### src/rtl/bbc_map.svh
// Purpose: Register offsets, field positions and reset values of the byte compare unit
// Assumes: 32-bit AXI4-Lite data, one aligned word per register
// Notes: Definitions only
`ifndef BBC_MAP_SVH
`define BBC_MAP_SVH
`define BBC_OFF_CTRL 6'h00
`define BBC_OFF_STATUS 6'h04
`define BBC_OFF_FIRST 6'h08
`define BBC_OFF_SECOND 6'h0C
`define BBC_OFF_REF 6'h10
`define BBC_OFF_COUNT 6'h14
`define BBC_CTRL_START 0
`define BBC_CTRL_MODE_LO 1
`define BBC_CTRL_MODE_HI 2
`define BBC_CTRL_DIR 3
`define BBC_ST_BUSY 0
`define BBC_ST_SUSP 1
`define BBC_ST_DONE 2
`define BBC_ST_FLAG_LO 4
`define BBC_ST_FLAG_HI 8
`define BBC_RST_PTR 24'h00_0000
`define BBC_RST_BYTE 8'h00
`define BBC_RESP_OKAY 2'b00
`define BBC_RESP_SLVERR 2'b10
`endif

### src/rtl/bbc_pkg.sv
// Purpose: Types shared by the byte compare unit
// Assumes: Nothing beyond the map header
// Notes: Flags are ordered s, z, ac, pv, cy from high to low
package bbc_pkg;
  typedef enum logic [1:0] {
    BBC_SCAN_UNTIL_REF_GREATER = 2'h0,
    BBC_BLOCK_COMPARE_WHILE_EQUAL = 2'h1,
    BBC_BLOCK_COMPARE_UNTIL_MATCH = 2'h2,
    BBC_BLOCK_COMPARE_WHILE_BELOW = 2'h3
  } bbc_mode_t;
  typedef enum logic [4:0] {
    BBC_IDLE = 5'b0_0001,
    BBC_RD1 = 5'b0_0010,
    BBC_RD2 = 5'b0_0100,
    BBC_EXEC = 5'b0_1000,
    BBC_SUSP = 5'b1_0000
  } bbc_state_t;
  typedef struct packed {
    logic negative_bit;
    logic null_result_bit;
    logic half_borrow_bit;
    logic overflow_bit;
    logic borrow_out_bit;
  } bbc_flags_t;
endpackage

### src/rtl/bbc_sub8.sv
// Purpose: 8-bit subtractor with the five arithmetic flags
// Assumes: Purely combinational, same clock as the caller
// Notes: Borrow chain is explicit so the per-bit borrows feed the flags
`timescale 1ns/1ps
`default_nettype none
module bbc_sub8
  import bbc_pkg::*;
(
  input wire logic [7:0] minuend,
  input wire logic [7:0] subtrahend,
  output logic [7:0] diff,
  output bbc_flags_t flags
);
  logic [8:0] brw;

  // Ripple borrow chain, one stage per bit
  assign brw[0] = 1'b0;
  genvar i;
  generate
    for (i = 0; i < 8; i = i + 1) begin : g_bit
      assign diff[i] = minuend[i] ^ subtrahend[i] ^ brw[i];
      assign brw[i+1] = (~minuend[i] & subtrahend[i]) | (~(minuend[i] ^ subtrahend[i]) & brw[i]);
    end
  endgenerate

  // Flags from the result and the borrows
  assign flags.negative_bit = diff[7];
  assign flags.null_result_bit = (diff == 8'h00);
  assign flags.half_borrow_bit = brw[4];
  assign flags.overflow_bit = brw[7] ^ brw[8];
  assign flags.borrow_out_bit = brw[8];
endmodule
`default_nettype wire

### src/rtl/bbc_core.sv
// Purpose: Repeated byte compare engine with an AXI4-Lite register file
// Assumes: Memory read port and suspend requests come from logic on aclk
// Notes: Only reads memory; there is no write path to either block
// How it works
// - Scan form compares reference with byte at first pointer, steps, counts, stops.
// - Scan form never changes the reference byte or memory.
// - While-equal form stops on nonzero result or count zero.
// - Until-match form stops on zero result or count zero.
// - While-below form stops when no borrow occurs or count zero.
// - Two-block forms step both pointers by one, up or down, count down.
// - Two-block forms only read both blocks, never write.
// - Interrupt or macro service request suspends the loop between iterations.
// - Interrupt return resumes with pointers and count as the handler left them.
// - Macro service suspension resumes automatically when the transfer ends.
// - Flags show only the final subtraction.
// - Negative flag copies bit 7 of the result.
// - Null flag set when the result is zero.
// - Half borrow flag set on borrow from bit 4 into bit 3.
// - Overflow flag set when exactly one of bit 6, bit 7 borrows.
// - Borrow flag set on borrow out of bit 7.
// - Scan form subtracts reference from memory byte, ends on borrow.
`timescale 1ns/1ps
`default_nettype none
`include "bbc_map.svh"
module bbc_core
  import bbc_pkg::*;
#(
  parameter int PTR_W = 24
) (
  input wire logic aclk,
  input wire logic aresetn,
  input wire logic ce,
  input wire logic [5:0] s_axi_awaddr,
  input wire logic s_axi_awvalid,
  output logic s_axi_awready,
  input wire logic [31:0] s_axi_wdata,
  input wire logic [3:0] s_axi_wstrb,
  input wire logic s_axi_wvalid,
  output logic s_axi_wready,
  output logic [1:0] s_axi_bresp,
  output logic s_axi_bvalid,
  input wire logic s_axi_bready,
  input wire logic [5:0] s_axi_araddr,
  input wire logic s_axi_arvalid,
  output logic s_axi_arready,
  output logic [31:0] s_axi_rdata,
  output logic [1:0] s_axi_rresp,
  output logic s_axi_rvalid,
  input wire logic s_axi_rready,
  output logic mem_req,
  output logic [PTR_W-1:0] mem_addr,
  input wire logic mem_ack,
  input wire logic [7:0] mem_rdata,
  input wire logic intr_req,
  input wire logic intr_return,
  input wire logic ms_req,
  input wire logic ms_done,
  output logic suspend_ack,
  output logic done_pulse
);
  localparam logic [PTR_W-1:0] PTR_ONE = {{(PTR_W-1){1'b0}}, 1'b1};

  bbc_state_t state_reg, state_next;
  bbc_mode_t mode_reg;
  bbc_flags_t flags_reg, sub_flags;
  logic dir_reg;
  logic [PTR_W-1:0] first_ptr_reg, second_ptr_reg, first_step, second_step;
  logic [7:0] ref_reg, count_reg, count_dec, byte_a_reg, byte_b_reg, sub_b, sub_diff;
  logic susp_macro_reg, done_reg, stop_cond, last_iter, want_susp;
  logic aw_hold_reg, w_hold_reg, bvalid_reg, rvalid_reg;
  logic [5:0] aw_addr_reg;
  logic [31:0] w_data_reg, rdata_reg;
  logic [3:0] w_strb_reg;
  logic [1:0] bresp_reg, rresp_reg;
  logic wr_fire, edit_ok, start_wr, wr_mapped;
  logic [31:0] wr_val_ptr1, wr_val_ptr2, wr_val_ref, wr_val_cnt;

  // Merge a write into an old word by byte lanes
  function automatic logic [31:0] merge_strb(input logic [31:0] old_w, input logic [31:0] new_w,
                                             input logic [3:0] strb);
    logic [31:0] res;
    res = old_w;
    for (int k = 0; k < 4; k++) begin
      if (strb[k]) begin
        res[k*8 +: 8] = new_w[k*8 +: 8];
      end
    end
    return res;
  endfunction

  // Two-block forms subtract the second byte; scan subtracts the reference
  assign sub_b = (mode_reg == BBC_SCAN_UNTIL_REF_GREATER) ? ref_reg : byte_b_reg;
  bbc_sub8 u_sub (
    .minuend(byte_a_reg),
    .subtrahend(sub_b),
    .diff(sub_diff),
    .flags(sub_flags)
  );

  // Step values wrap at the pointer width
  assign first_step = dir_reg ? (first_ptr_reg - PTR_ONE) : (first_ptr_reg + PTR_ONE);
  assign second_step = dir_reg ? (second_ptr_reg - PTR_ONE) : (second_ptr_reg + PTR_ONE);
  assign count_dec = count_reg - 8'h01;
  assign last_iter = (count_dec == 8'h00);
  assign want_susp = intr_req | ms_req;

  // Termination condition of each form
  always_comb begin
    unique case (mode_reg)
      BBC_SCAN_UNTIL_REF_GREATER: stop_cond = sub_flags.borrow_out_bit;
      BBC_BLOCK_COMPARE_WHILE_EQUAL: stop_cond = ~sub_flags.null_result_bit;
      BBC_BLOCK_COMPARE_UNTIL_MATCH: stop_cond = sub_flags.null_result_bit;
      BBC_BLOCK_COMPARE_WHILE_BELOW: stop_cond = ~sub_flags.borrow_out_bit;
    endcase
  end

  // Bus write decode; pointers and count only change when the loop is not running
  assign wr_fire = aw_hold_reg & w_hold_reg & ~bvalid_reg;
  assign edit_ok = (state_reg == BBC_IDLE) || (state_reg == BBC_SUSP);
  assign start_wr = wr_fire && (aw_addr_reg == `BBC_OFF_CTRL) && w_strb_reg[0] &&
                    w_data_reg[`BBC_CTRL_START] && (state_reg == BBC_IDLE);
  assign wr_val_ptr1 = merge_strb({{(32-PTR_W){1'b0}}, first_ptr_reg}, w_data_reg, w_strb_reg);
  assign wr_val_ptr2 = merge_strb({{(32-PTR_W){1'b0}}, second_ptr_reg}, w_data_reg, w_strb_reg);
  assign wr_val_ref = merge_strb({24'h00_0000, ref_reg}, w_data_reg, w_strb_reg);
  assign wr_val_cnt = merge_strb({24'h00_0000, count_reg}, w_data_reg, w_strb_reg);
  always_comb begin
    unique case (aw_addr_reg)
      `BBC_OFF_CTRL, `BBC_OFF_STATUS, `BBC_OFF_FIRST, `BBC_OFF_SECOND, `BBC_OFF_REF, `BBC_OFF_COUNT:
        wr_mapped = 1'b1;
      default: wr_mapped = 1'b0;
    endcase
  end

  // Sequencer: suspension is only checked after a whole iteration
  always_comb begin
    state_next = state_reg;
    unique case (state_reg)
      BBC_IDLE: if (start_wr) begin
        state_next = BBC_RD1;
      end
      BBC_RD1: if (mem_ack) begin
        state_next = (mode_reg == BBC_SCAN_UNTIL_REF_GREATER) ? BBC_EXEC : BBC_RD2;
      end
      BBC_RD2: if (mem_ack) begin
        state_next = BBC_EXEC;
      end
      BBC_EXEC: begin
        if (stop_cond || last_iter) begin
          state_next = BBC_IDLE;
        end else if (want_susp) begin
          state_next = BBC_SUSP;
        end else begin
          state_next = BBC_RD1;
        end
      end
      BBC_SUSP: begin
        if (susp_macro_reg ? ms_done : intr_return) begin
          state_next = BBC_RD1;
        end
      end
      default: state_next = BBC_IDLE;
    endcase
  end

  // State register
  always_ff @(posedge aclk) begin
    if (!aresetn) begin
      state_reg <= BBC_IDLE;
    end else if (ce) begin
      state_reg <= state_next;
    end
  end

  // Suspension bookkeeping; macro service takes priority when both arrive
  always_ff @(posedge aclk) begin
    if (!aresetn) begin
      susp_macro_reg <= 1'b0;
      suspend_ack <= 1'b0;
      done_pulse <= 1'b0;
      done_reg <= 1'b0;
    end else if (ce) begin
      suspend_ack <= (state_reg == BBC_EXEC) && (state_next == BBC_SUSP);
      done_pulse <= (state_reg == BBC_EXEC) && (state_next == BBC_IDLE);
      if ((state_reg == BBC_EXEC) && (state_next == BBC_SUSP)) begin
        susp_macro_reg <= ms_req;
      end
      if (start_wr) begin
        done_reg <= 1'b0;
      end else if ((state_reg == BBC_EXEC) && (state_next == BBC_IDLE)) begin
        done_reg <= 1'b1;
      end
    end
  end

  // Memory read port: request held until acknowledged, no write path exists
  always_ff @(posedge aclk) begin
    if (!aresetn) begin
      mem_req <= 1'b0;
      mem_addr <= `BBC_RST_PTR;
    end else if (ce) begin
      if (state_next == BBC_RD1 && state_reg != BBC_RD1) begin
        mem_req <= 1'b1;
        mem_addr <= (state_reg == BBC_EXEC) ? first_step : first_ptr_reg;
      end else if (state_next == BBC_RD2 && state_reg == BBC_RD1) begin
        mem_req <= 1'b1;
        mem_addr <= second_ptr_reg;
      end else if (mem_ack) begin
        mem_req <= 1'b0;
      end
    end
  end

  // Operand capture
  always_ff @(posedge aclk) begin
    if (!aresetn) begin
      byte_a_reg <= `BBC_RST_BYTE;
      byte_b_reg <= `BBC_RST_BYTE;
    end else if (ce) begin
      if (state_reg == BBC_RD1 && mem_ack) begin
        byte_a_reg <= mem_rdata;
      end
      if (state_reg == BBC_RD2 && mem_ack) begin
        byte_b_reg <= mem_rdata;
      end
    end
  end

  // Flags overwritten by every subtraction, so the last one stands
  always_ff @(posedge aclk) begin
    if (!aresetn) begin
      flags_reg <= '0;
    end else if (ce && state_reg == BBC_EXEC) begin
      flags_reg <= sub_flags;
    end
  end

  // Pointers and count: stepped by the loop, editable by software when not running
  always_ff @(posedge aclk) begin
    if (!aresetn) begin
      first_ptr_reg <= `BBC_RST_PTR;
      second_ptr_reg <= `BBC_RST_PTR;
      count_reg <= `BBC_RST_BYTE;
    end else if (ce) begin
      if (state_reg == BBC_EXEC) begin
        first_ptr_reg <= first_step;
        count_reg <= count_dec;
        if (mode_reg != BBC_SCAN_UNTIL_REF_GREATER) begin
          second_ptr_reg <= second_step;
        end
      end else if (wr_fire && edit_ok) begin
        if (aw_addr_reg == `BBC_OFF_FIRST) begin
          first_ptr_reg <= wr_val_ptr1[PTR_W-1:0];
        end
        if (aw_addr_reg == `BBC_OFF_SECOND) begin
          second_ptr_reg <= wr_val_ptr2[PTR_W-1:0];
        end
        if (aw_addr_reg == `BBC_OFF_COUNT) begin
          count_reg <= wr_val_cnt[7:0];
        end
      end
    end
  end

  // Mode, direction and reference only change while idle
  always_ff @(posedge aclk) begin
    if (!aresetn) begin
      mode_reg <= BBC_SCAN_UNTIL_REF_GREATER;
      dir_reg <= 1'b0;
      ref_reg <= `BBC_RST_BYTE;
    end else if (ce && wr_fire && state_reg == BBC_IDLE) begin
      if (aw_addr_reg == `BBC_OFF_CTRL && w_strb_reg[0]) begin
        mode_reg <= bbc_mode_t'(w_data_reg[`BBC_CTRL_MODE_HI:`BBC_CTRL_MODE_LO]);
        dir_reg <= w_data_reg[`BBC_CTRL_DIR];
      end
      if (aw_addr_reg == `BBC_OFF_REF) begin
        ref_reg <= wr_val_ref[7:0];
      end
    end
  end

  // AXI write channels: address and data taken in either order
  assign s_axi_awready = ce & ~aw_hold_reg & ~bvalid_reg;
  assign s_axi_wready = ce & ~w_hold_reg & ~bvalid_reg;
  assign s_axi_bvalid = bvalid_reg;
  assign s_axi_bresp = bresp_reg;
  always_ff @(posedge aclk) begin
    if (!aresetn) begin
      aw_hold_reg <= 1'b0;
      w_hold_reg <= 1'b0;
      bvalid_reg <= 1'b0;
      aw_addr_reg <= 6'h00;
      w_data_reg <= 32'h0000_0000;
      w_strb_reg <= 4'h0;
      bresp_reg <= `BBC_RESP_OKAY;
    end else if (ce) begin
      if (s_axi_awvalid && s_axi_awready) begin
        aw_hold_reg <= 1'b1;
        aw_addr_reg <= {s_axi_awaddr[5:2], 2'b00};
      end
      if (s_axi_wvalid && s_axi_wready) begin
        w_hold_reg <= 1'b1;
        w_data_reg <= s_axi_wdata;
        w_strb_reg <= s_axi_wstrb;
      end
      if (wr_fire) begin
        aw_hold_reg <= 1'b0;
        w_hold_reg <= 1'b0;
        bvalid_reg <= 1'b1;
        bresp_reg <= wr_mapped ? `BBC_RESP_OKAY : `BBC_RESP_SLVERR;
      end else if (bvalid_reg && s_axi_bready) begin
        bvalid_reg <= 1'b0;
      end
    end
  end

  // AXI read channel: one cycle from address to data
  assign s_axi_arready = ce & ~rvalid_reg;
  assign s_axi_rvalid = rvalid_reg;
  assign s_axi_rdata = rdata_reg;
  assign s_axi_rresp = rresp_reg;
  always_ff @(posedge aclk) begin
    if (!aresetn) begin
      rvalid_reg <= 1'b0;
      rdata_reg <= 32'h0000_0000;
      rresp_reg <= `BBC_RESP_OKAY;
    end else if (ce) begin
      if (s_axi_arvalid && s_axi_arready) begin
        rvalid_reg <= 1'b1;
        rresp_reg <= `BBC_RESP_OKAY;
        rdata_reg <= 32'h0000_0000;
        unique case ({s_axi_araddr[5:2], 2'b00})
          `BBC_OFF_CTRL: rdata_reg <= {28'h000_0000, dir_reg, mode_reg, 1'b0};
          `BBC_OFF_STATUS: rdata_reg <= {23'h00_0000, flags_reg, 1'b0, done_reg,
                                         state_reg == BBC_SUSP, state_reg != BBC_IDLE};
          `BBC_OFF_FIRST: rdata_reg <= {{(32-PTR_W){1'b0}}, first_ptr_reg};
          `BBC_OFF_SECOND: rdata_reg <= {{(32-PTR_W){1'b0}}, second_ptr_reg};
          `BBC_OFF_REF: rdata_reg <= {24'h00_0000, ref_reg};
          `BBC_OFF_COUNT: rdata_reg <= {24'h00_0000, count_reg};
          default: rresp_reg <= `BBC_RESP_SLVERR;
        endcase
      end else if (rvalid_reg && s_axi_rready) begin
        rvalid_reg <= 1'b0;
      end
    end
  end

  // Checks on the loop
  a_scan_stop_borrow: assert property (@(posedge aclk) disable iff (!aresetn)
    (ce && state_reg == BBC_EXEC && mode_reg == BBC_SCAN_UNTIL_REF_GREATER && byte_a_reg < ref_reg)
    |=> state_reg == BBC_IDLE && flags_reg.borrow_out_bit)
    else $error("scan did not stop on borrow");
  a_equal_stop_diff: assert property (@(posedge aclk) disable iff (!aresetn)
    (ce && state_reg == BBC_EXEC && mode_reg == BBC_BLOCK_COMPARE_WHILE_EQUAL && byte_a_reg != byte_b_reg)
    |=> state_reg == BBC_IDLE)
    else $error("while-equal did not stop on mismatch");
  a_match_stop_zero: assert property (@(posedge aclk) disable iff (!aresetn)
    (ce && state_reg == BBC_EXEC && mode_reg == BBC_BLOCK_COMPARE_UNTIL_MATCH && byte_a_reg == byte_b_reg)
    |=> state_reg == BBC_IDLE && flags_reg.null_result_bit)
    else $error("until-match did not stop on match");
  a_below_continue: assert property (@(posedge aclk) disable iff (!aresetn)
    (ce && state_reg == BBC_EXEC && mode_reg == BBC_BLOCK_COMPARE_WHILE_BELOW && byte_a_reg < byte_b_reg
     && count_reg != 8'h01 && !want_susp)
    |=> state_reg == BBC_RD1)
    else $error("while-below stopped while below");
  a_ptr_step_pair: assert property (@(posedge aclk) disable iff (!aresetn)
    (ce && state_reg == BBC_EXEC && mode_reg != BBC_SCAN_UNTIL_REF_GREATER)
    |=> (first_ptr_reg - $past(first_ptr_reg)) == (second_ptr_reg - $past(second_ptr_reg))
        && (first_ptr_reg - $past(first_ptr_reg)) == ($past(dir_reg) ? {PTR_W{1'b1}} : PTR_ONE))
    else $error("pointers did not step together by one");
  a_count_last: assert property (@(posedge aclk) disable iff (!aresetn)
    (ce && state_reg == BBC_EXEC && count_reg == 8'h01) |=> state_reg == BBC_IDLE && count_reg == 8'h00)
    else $error("loop did not end when count reached zero");
  a_ref_stable_run: assert property (@(posedge aclk) disable iff (!aresetn)
    (state_reg != BBC_IDLE) |=> $stable(ref_reg) && $stable(mode_reg))
    else $error("reference changed while running");
  a_flag_zero_sub: assert property (@(posedge aclk) disable iff (!aresetn)
    (ce && state_reg == BBC_EXEC) |=> flags_reg.null_result_bit == ($past(byte_a_reg) == $past(sub_b))
        && flags_reg.negative_bit == $past(sub_diff[7]))
    else $error("flags do not match the last subtraction");
  a_susp_on_req: assert property (@(posedge aclk) disable iff (!aresetn)
    (ce && state_reg == BBC_EXEC && want_susp && !stop_cond && !last_iter)
    |=> state_reg == BBC_SUSP && suspend_ack)
    else $error("request did not suspend the loop");
  a_ms_resume_auto: assert property (@(posedge aclk) disable iff (!aresetn)
    (ce && state_reg == BBC_SUSP && susp_macro_reg && ms_done) |=> state_reg == BBC_RD1 && mem_req)
    else $error("macro service end did not resume");
  a_mem_req_hold: assert property (@(posedge aclk) disable iff (!aresetn)
    (mem_req && !mem_ack) |=> mem_req && $stable(mem_addr))
    else $error("memory request dropped before acknowledge");
endmodule
`default_nettype wire

### config.mk
export PLATFORM = sky130hd
export DESIGN_NAME = bbc_core
export DESIGN_NICKNAME = d
export VERILOG_FILES = /design/src/rtl/bbc_pkg.sv /design/src/rtl/bbc_sub8.sv /design/src/rtl/bbc_core.sv
export VERILOG_INCLUDE_DIRS = /design/src /design/src/rtl
export SDC_FILE = /design/constraint.sdc
export NUM_CORES = 1
export LEC_CHECK = 0
export BUFFER_PORTS_ARGS = -buffer_cell sky130_fd_sc_hd__buf_2
export CAP_MARGIN = 20
export CORE_ASPECT_RATIO = 0.8
export CORE_MARGIN = 1
export CORE_UTILIZATION = 50
export DETAILED_ROUTE_END_ITERATION = 8
export HOLD_SLACK_MARGIN = 0.05
export PLACE_DENSITY = 0.74
export SYNTH_ARGS = -nofsm -noshare
export SYNTH_HDL_FRONTEND = slang
export SYNTH_SLANG_ARGS = --single-unit
### constraint.sdc
create_clock -name aclk -period 6.5 [get_ports aclk]
set_input_delay 0.325 -clock aclk [delete_from_list [all_inputs] [get_ports aclk]]
set_output_delay 0.325 -clock aclk [all_outputs]
set_load 0.02 [all_outputs]
==> metrics.txt <==
Hold Fails Final Rpt=0; hold buffers post-CTS=0; Post-synth EDFFs=0; relative slew slack=30.04%; initial antenna violation count=0; Ys Warns=0; fill count=1964; first-pass GRT wire length=51940 um; slowest stage delay, CP=0.59 ns; gpl congestion=0.9407; Critical Path Source Type=flip-flop; Pwr Density=191.4 nW/um2; final net count=1555; CTS tree=built; die width=168.9 um; fraction of layout cells with a size suffix above 1=13.86%; crit share post-route=96.62%; number of global-route vias before repair=9089; H-tree depth reported by CTS=4; clk root buf=clkbuf_16; vias per cell=6.068; Die Span Y=135.5 um; PostCTS Resize Cnt=0; outcome=finished clean; total grt overflow=0; Wirelength per Cell=19.16 um; Via Count=10580; Multi-input gate area=7012 um2; crit end category=flip-flop; Final Skew=0.01210 ns; CP delay by family, top=adder cells; Critical Path RT=6.82 ns; FFs w/ async S/R, synth=0%; max cap viols=0; Post-Synthesis Cells=1361; Sequential Area=3665 um2; initial DRC count=1593; number of setup violations in the final report=0; CTS Buf Count=17; synthesized area per cell=8.187 um2; kind of critical path=flip-flop to flip-flop; GRT Total Usage=29.47%; critical-path cell list=nor2_2 -> mux2_2 -> ha_1 -> inv_1 -> fa_1 -> fa_1 -> fa_1 -> fa_1 -> fa_1 -> fa_1 -> fa_1 -> or4b_4 -> o311ai_1 -> a21boi_2 -> a211oi_2 -> and3_1 -> buf_12 -> or3_1 -> o211ai_2 -> a31oi_1; number of clock sinks=183; FF-to-FF Start=mode_reg[0]; Slew @ Worst Pin=1.047 ns; CP dominant cell by count=fa_1; Max Fclk=0.1592 GHz; Worst-Skew Late Latency=0.45 ns; Distinct cells, synth=79; PortBufs=113; Hold Crit Start=s_axi_wdata[19]; Max Slew Vio Count=0; Placeable Area=21740 um2; Final min period=6.280 ns; Pleak=4.927 nW; Critical path origin=mode_reg[0]; Worst path slowest cell=or4b_4; crit-path max FO=44; Max IR drop VDD=147.7 uV; n_diodes=0; Initial Utilization=51.25%; Hold Crit Class=input pin to flip-flop; final core occ=57.84%; Critical Path AT=6.60 ns; hpwl dp=24290 um; RSZ-0062 raised after global routing=false; synthesized cell area=11140 um2; Routed WL=33400 um; # DRC=0; prevailing post-synth register cell=dfxtp_1; Antenna Violating Nets Remaining=0; Setup Buffers After CTS=0; Reg clk slew, reported paths=0.08 ns; Layout area overhead=12.86%; pin count of the biggest net entering global routing=85; FF+latch count, synth=183; Setup TNS Final=0 ns; sequential area share after synthesis=32.88%; CTS max path bufs=2; row cnt=48; I/O pins=137; drt pass-1 iters=6; Buf/Inv on CP=2; Die ar.=22890 um2
worst paths after layout:
check                   endpoint  slack, ns  cells after the start
hold reg to reg      mem_addr[5]       0.46                      2
setup reg to reg    mem_addr[20]       0.22                     20
hold / removal    w_data_reg[19]       0.11                      3
setup / recovery    mem_addr[20]       0.22                     20
per-layer routing:
| metal | track usage, % | wire length, um | vias to the layer above |
|---|---|---|---|
| li1 | - | - | 5067 |
| met4 | 5.404 | 222 | 0 |
| met1 | 46.53 | 15930 | 4954 |
| met5 | 0 | 0 | - |
| met2 | 39.67 | 12900 | 538 |
| met3 | 7.041 | 4352 | 17 |
cell usage after synthesis (all sizes together) (13+ instances only):
library cell  instances  area [um2]
a21oi                63       315.3
o211ai               24       205.2
nand3                30       150.1
a21boi               52       394.1
o211a                13       130.1
nand2               203       764.5
nor2b                58       362.9
and2                 34       212.7
a31oi                37       231.5
clkbuf               61       229.0
nor2                 67       251.5
ha                   47       588.1
xnor2                19       166.4
o21ai               104       520.5
mux2i                51       510.5
a21o                 18       135.1
and3                 14       87.58
a22oi                25       187.7
dfxtp               183        3664
nor3                 15       75.07
inv                  24       90.09
buf                  34       219.0
o21a                 15       112.6
cells in the final DEF (no fill, tap or decap), drive strengths merged, types with 47 or more instances in the layout:
| cell type | Yosys | routed |
|---|---|---|
| nand2 | 203 | 203 |
| a21oi | 63 | 63 |
| nor2b | 58 | 58 |
| o21ai | 104 | 104 |
| mux2i | 51 | 51 |
| a21boi | 52 | 52 |
| buf | 34 | 135 |
| ha | 47 | 47 |
| dfxtp | 183 | 183 |
| nor2 | 67 | 67 |
power by group:
group / internal (mW) / switching, mW / total [mW]
logic: 0.0494 / 0.0811 / 0.130
registers: 1.13 / 0.0153 / 1.15
clock network: 0.628 / 0.501 / 1.13
metrics by stage:
| stage | power, mW | hold WS, ns | setup slack [ns] | std cells | area [um2] |
|---|---|---|---|---|---|
| global route | 2.472 | 0.1226 | 0.01567 | 1743 | 12580 |
| detailed placement | 1.297 | 0.4532 | 0.2317 | 1708 | 11880 |
| CTS | 2.409 | 0.1121 | 0.2267 | 1740 | 12510 |
| finish | 2.407 | 0.1116 | 0.2197 | 1743 | 12580 |
| global placement | 1.295 | 0.4504 | 0.4272 | 1707 | 11870 |
| floorplan | 1.251 | 0.4403 | 0.05544 | 1370 | 11180 |
final cells by class:
class | instances | share of cell area [%]
sequential | 183 | 29.14
clock buffer | 18 | 3.492
multi-input combinational | 1068 | 55.76
tap | 300 | 2.985
timing repair buffer | 136 | 6.437
clock inverter | 14 | 1.472
inverter | 24 | 0.7163
worst register-to-register path, stage by stage (launching register included):
cell      delay (ns)
dfxtp_1         0.32
nor2_2          0.14
mux2_2          0.17
ha_1            0.14
inv_1           0.05
fa_1            0.41
fa_1            0.42
fa_1            0.45
fa_1            0.43
fa_1            0.42
fa_1            0.46
fa_1            0.51
or4b_4          0.59
o311ai_1        0.26
a21boi_2        0.30
a211oi_2        0.11
and3_1          0.23
buf_12          0.18
or3_1           0.41
o211ai_2        0.08
a31oi_1         0.05
cells by family after synthesis:
kind of cell | synth area share [%]
simple gates | 21.51
xor+xnor | 2.201
flops | 32.88
fa+ha+maj | 6.894
compound gates | 26.77
mux | 4.884
buf+inv | 4.828
other cells | 0.03365
Note: power is estimated with default switching activity, not from simulation.
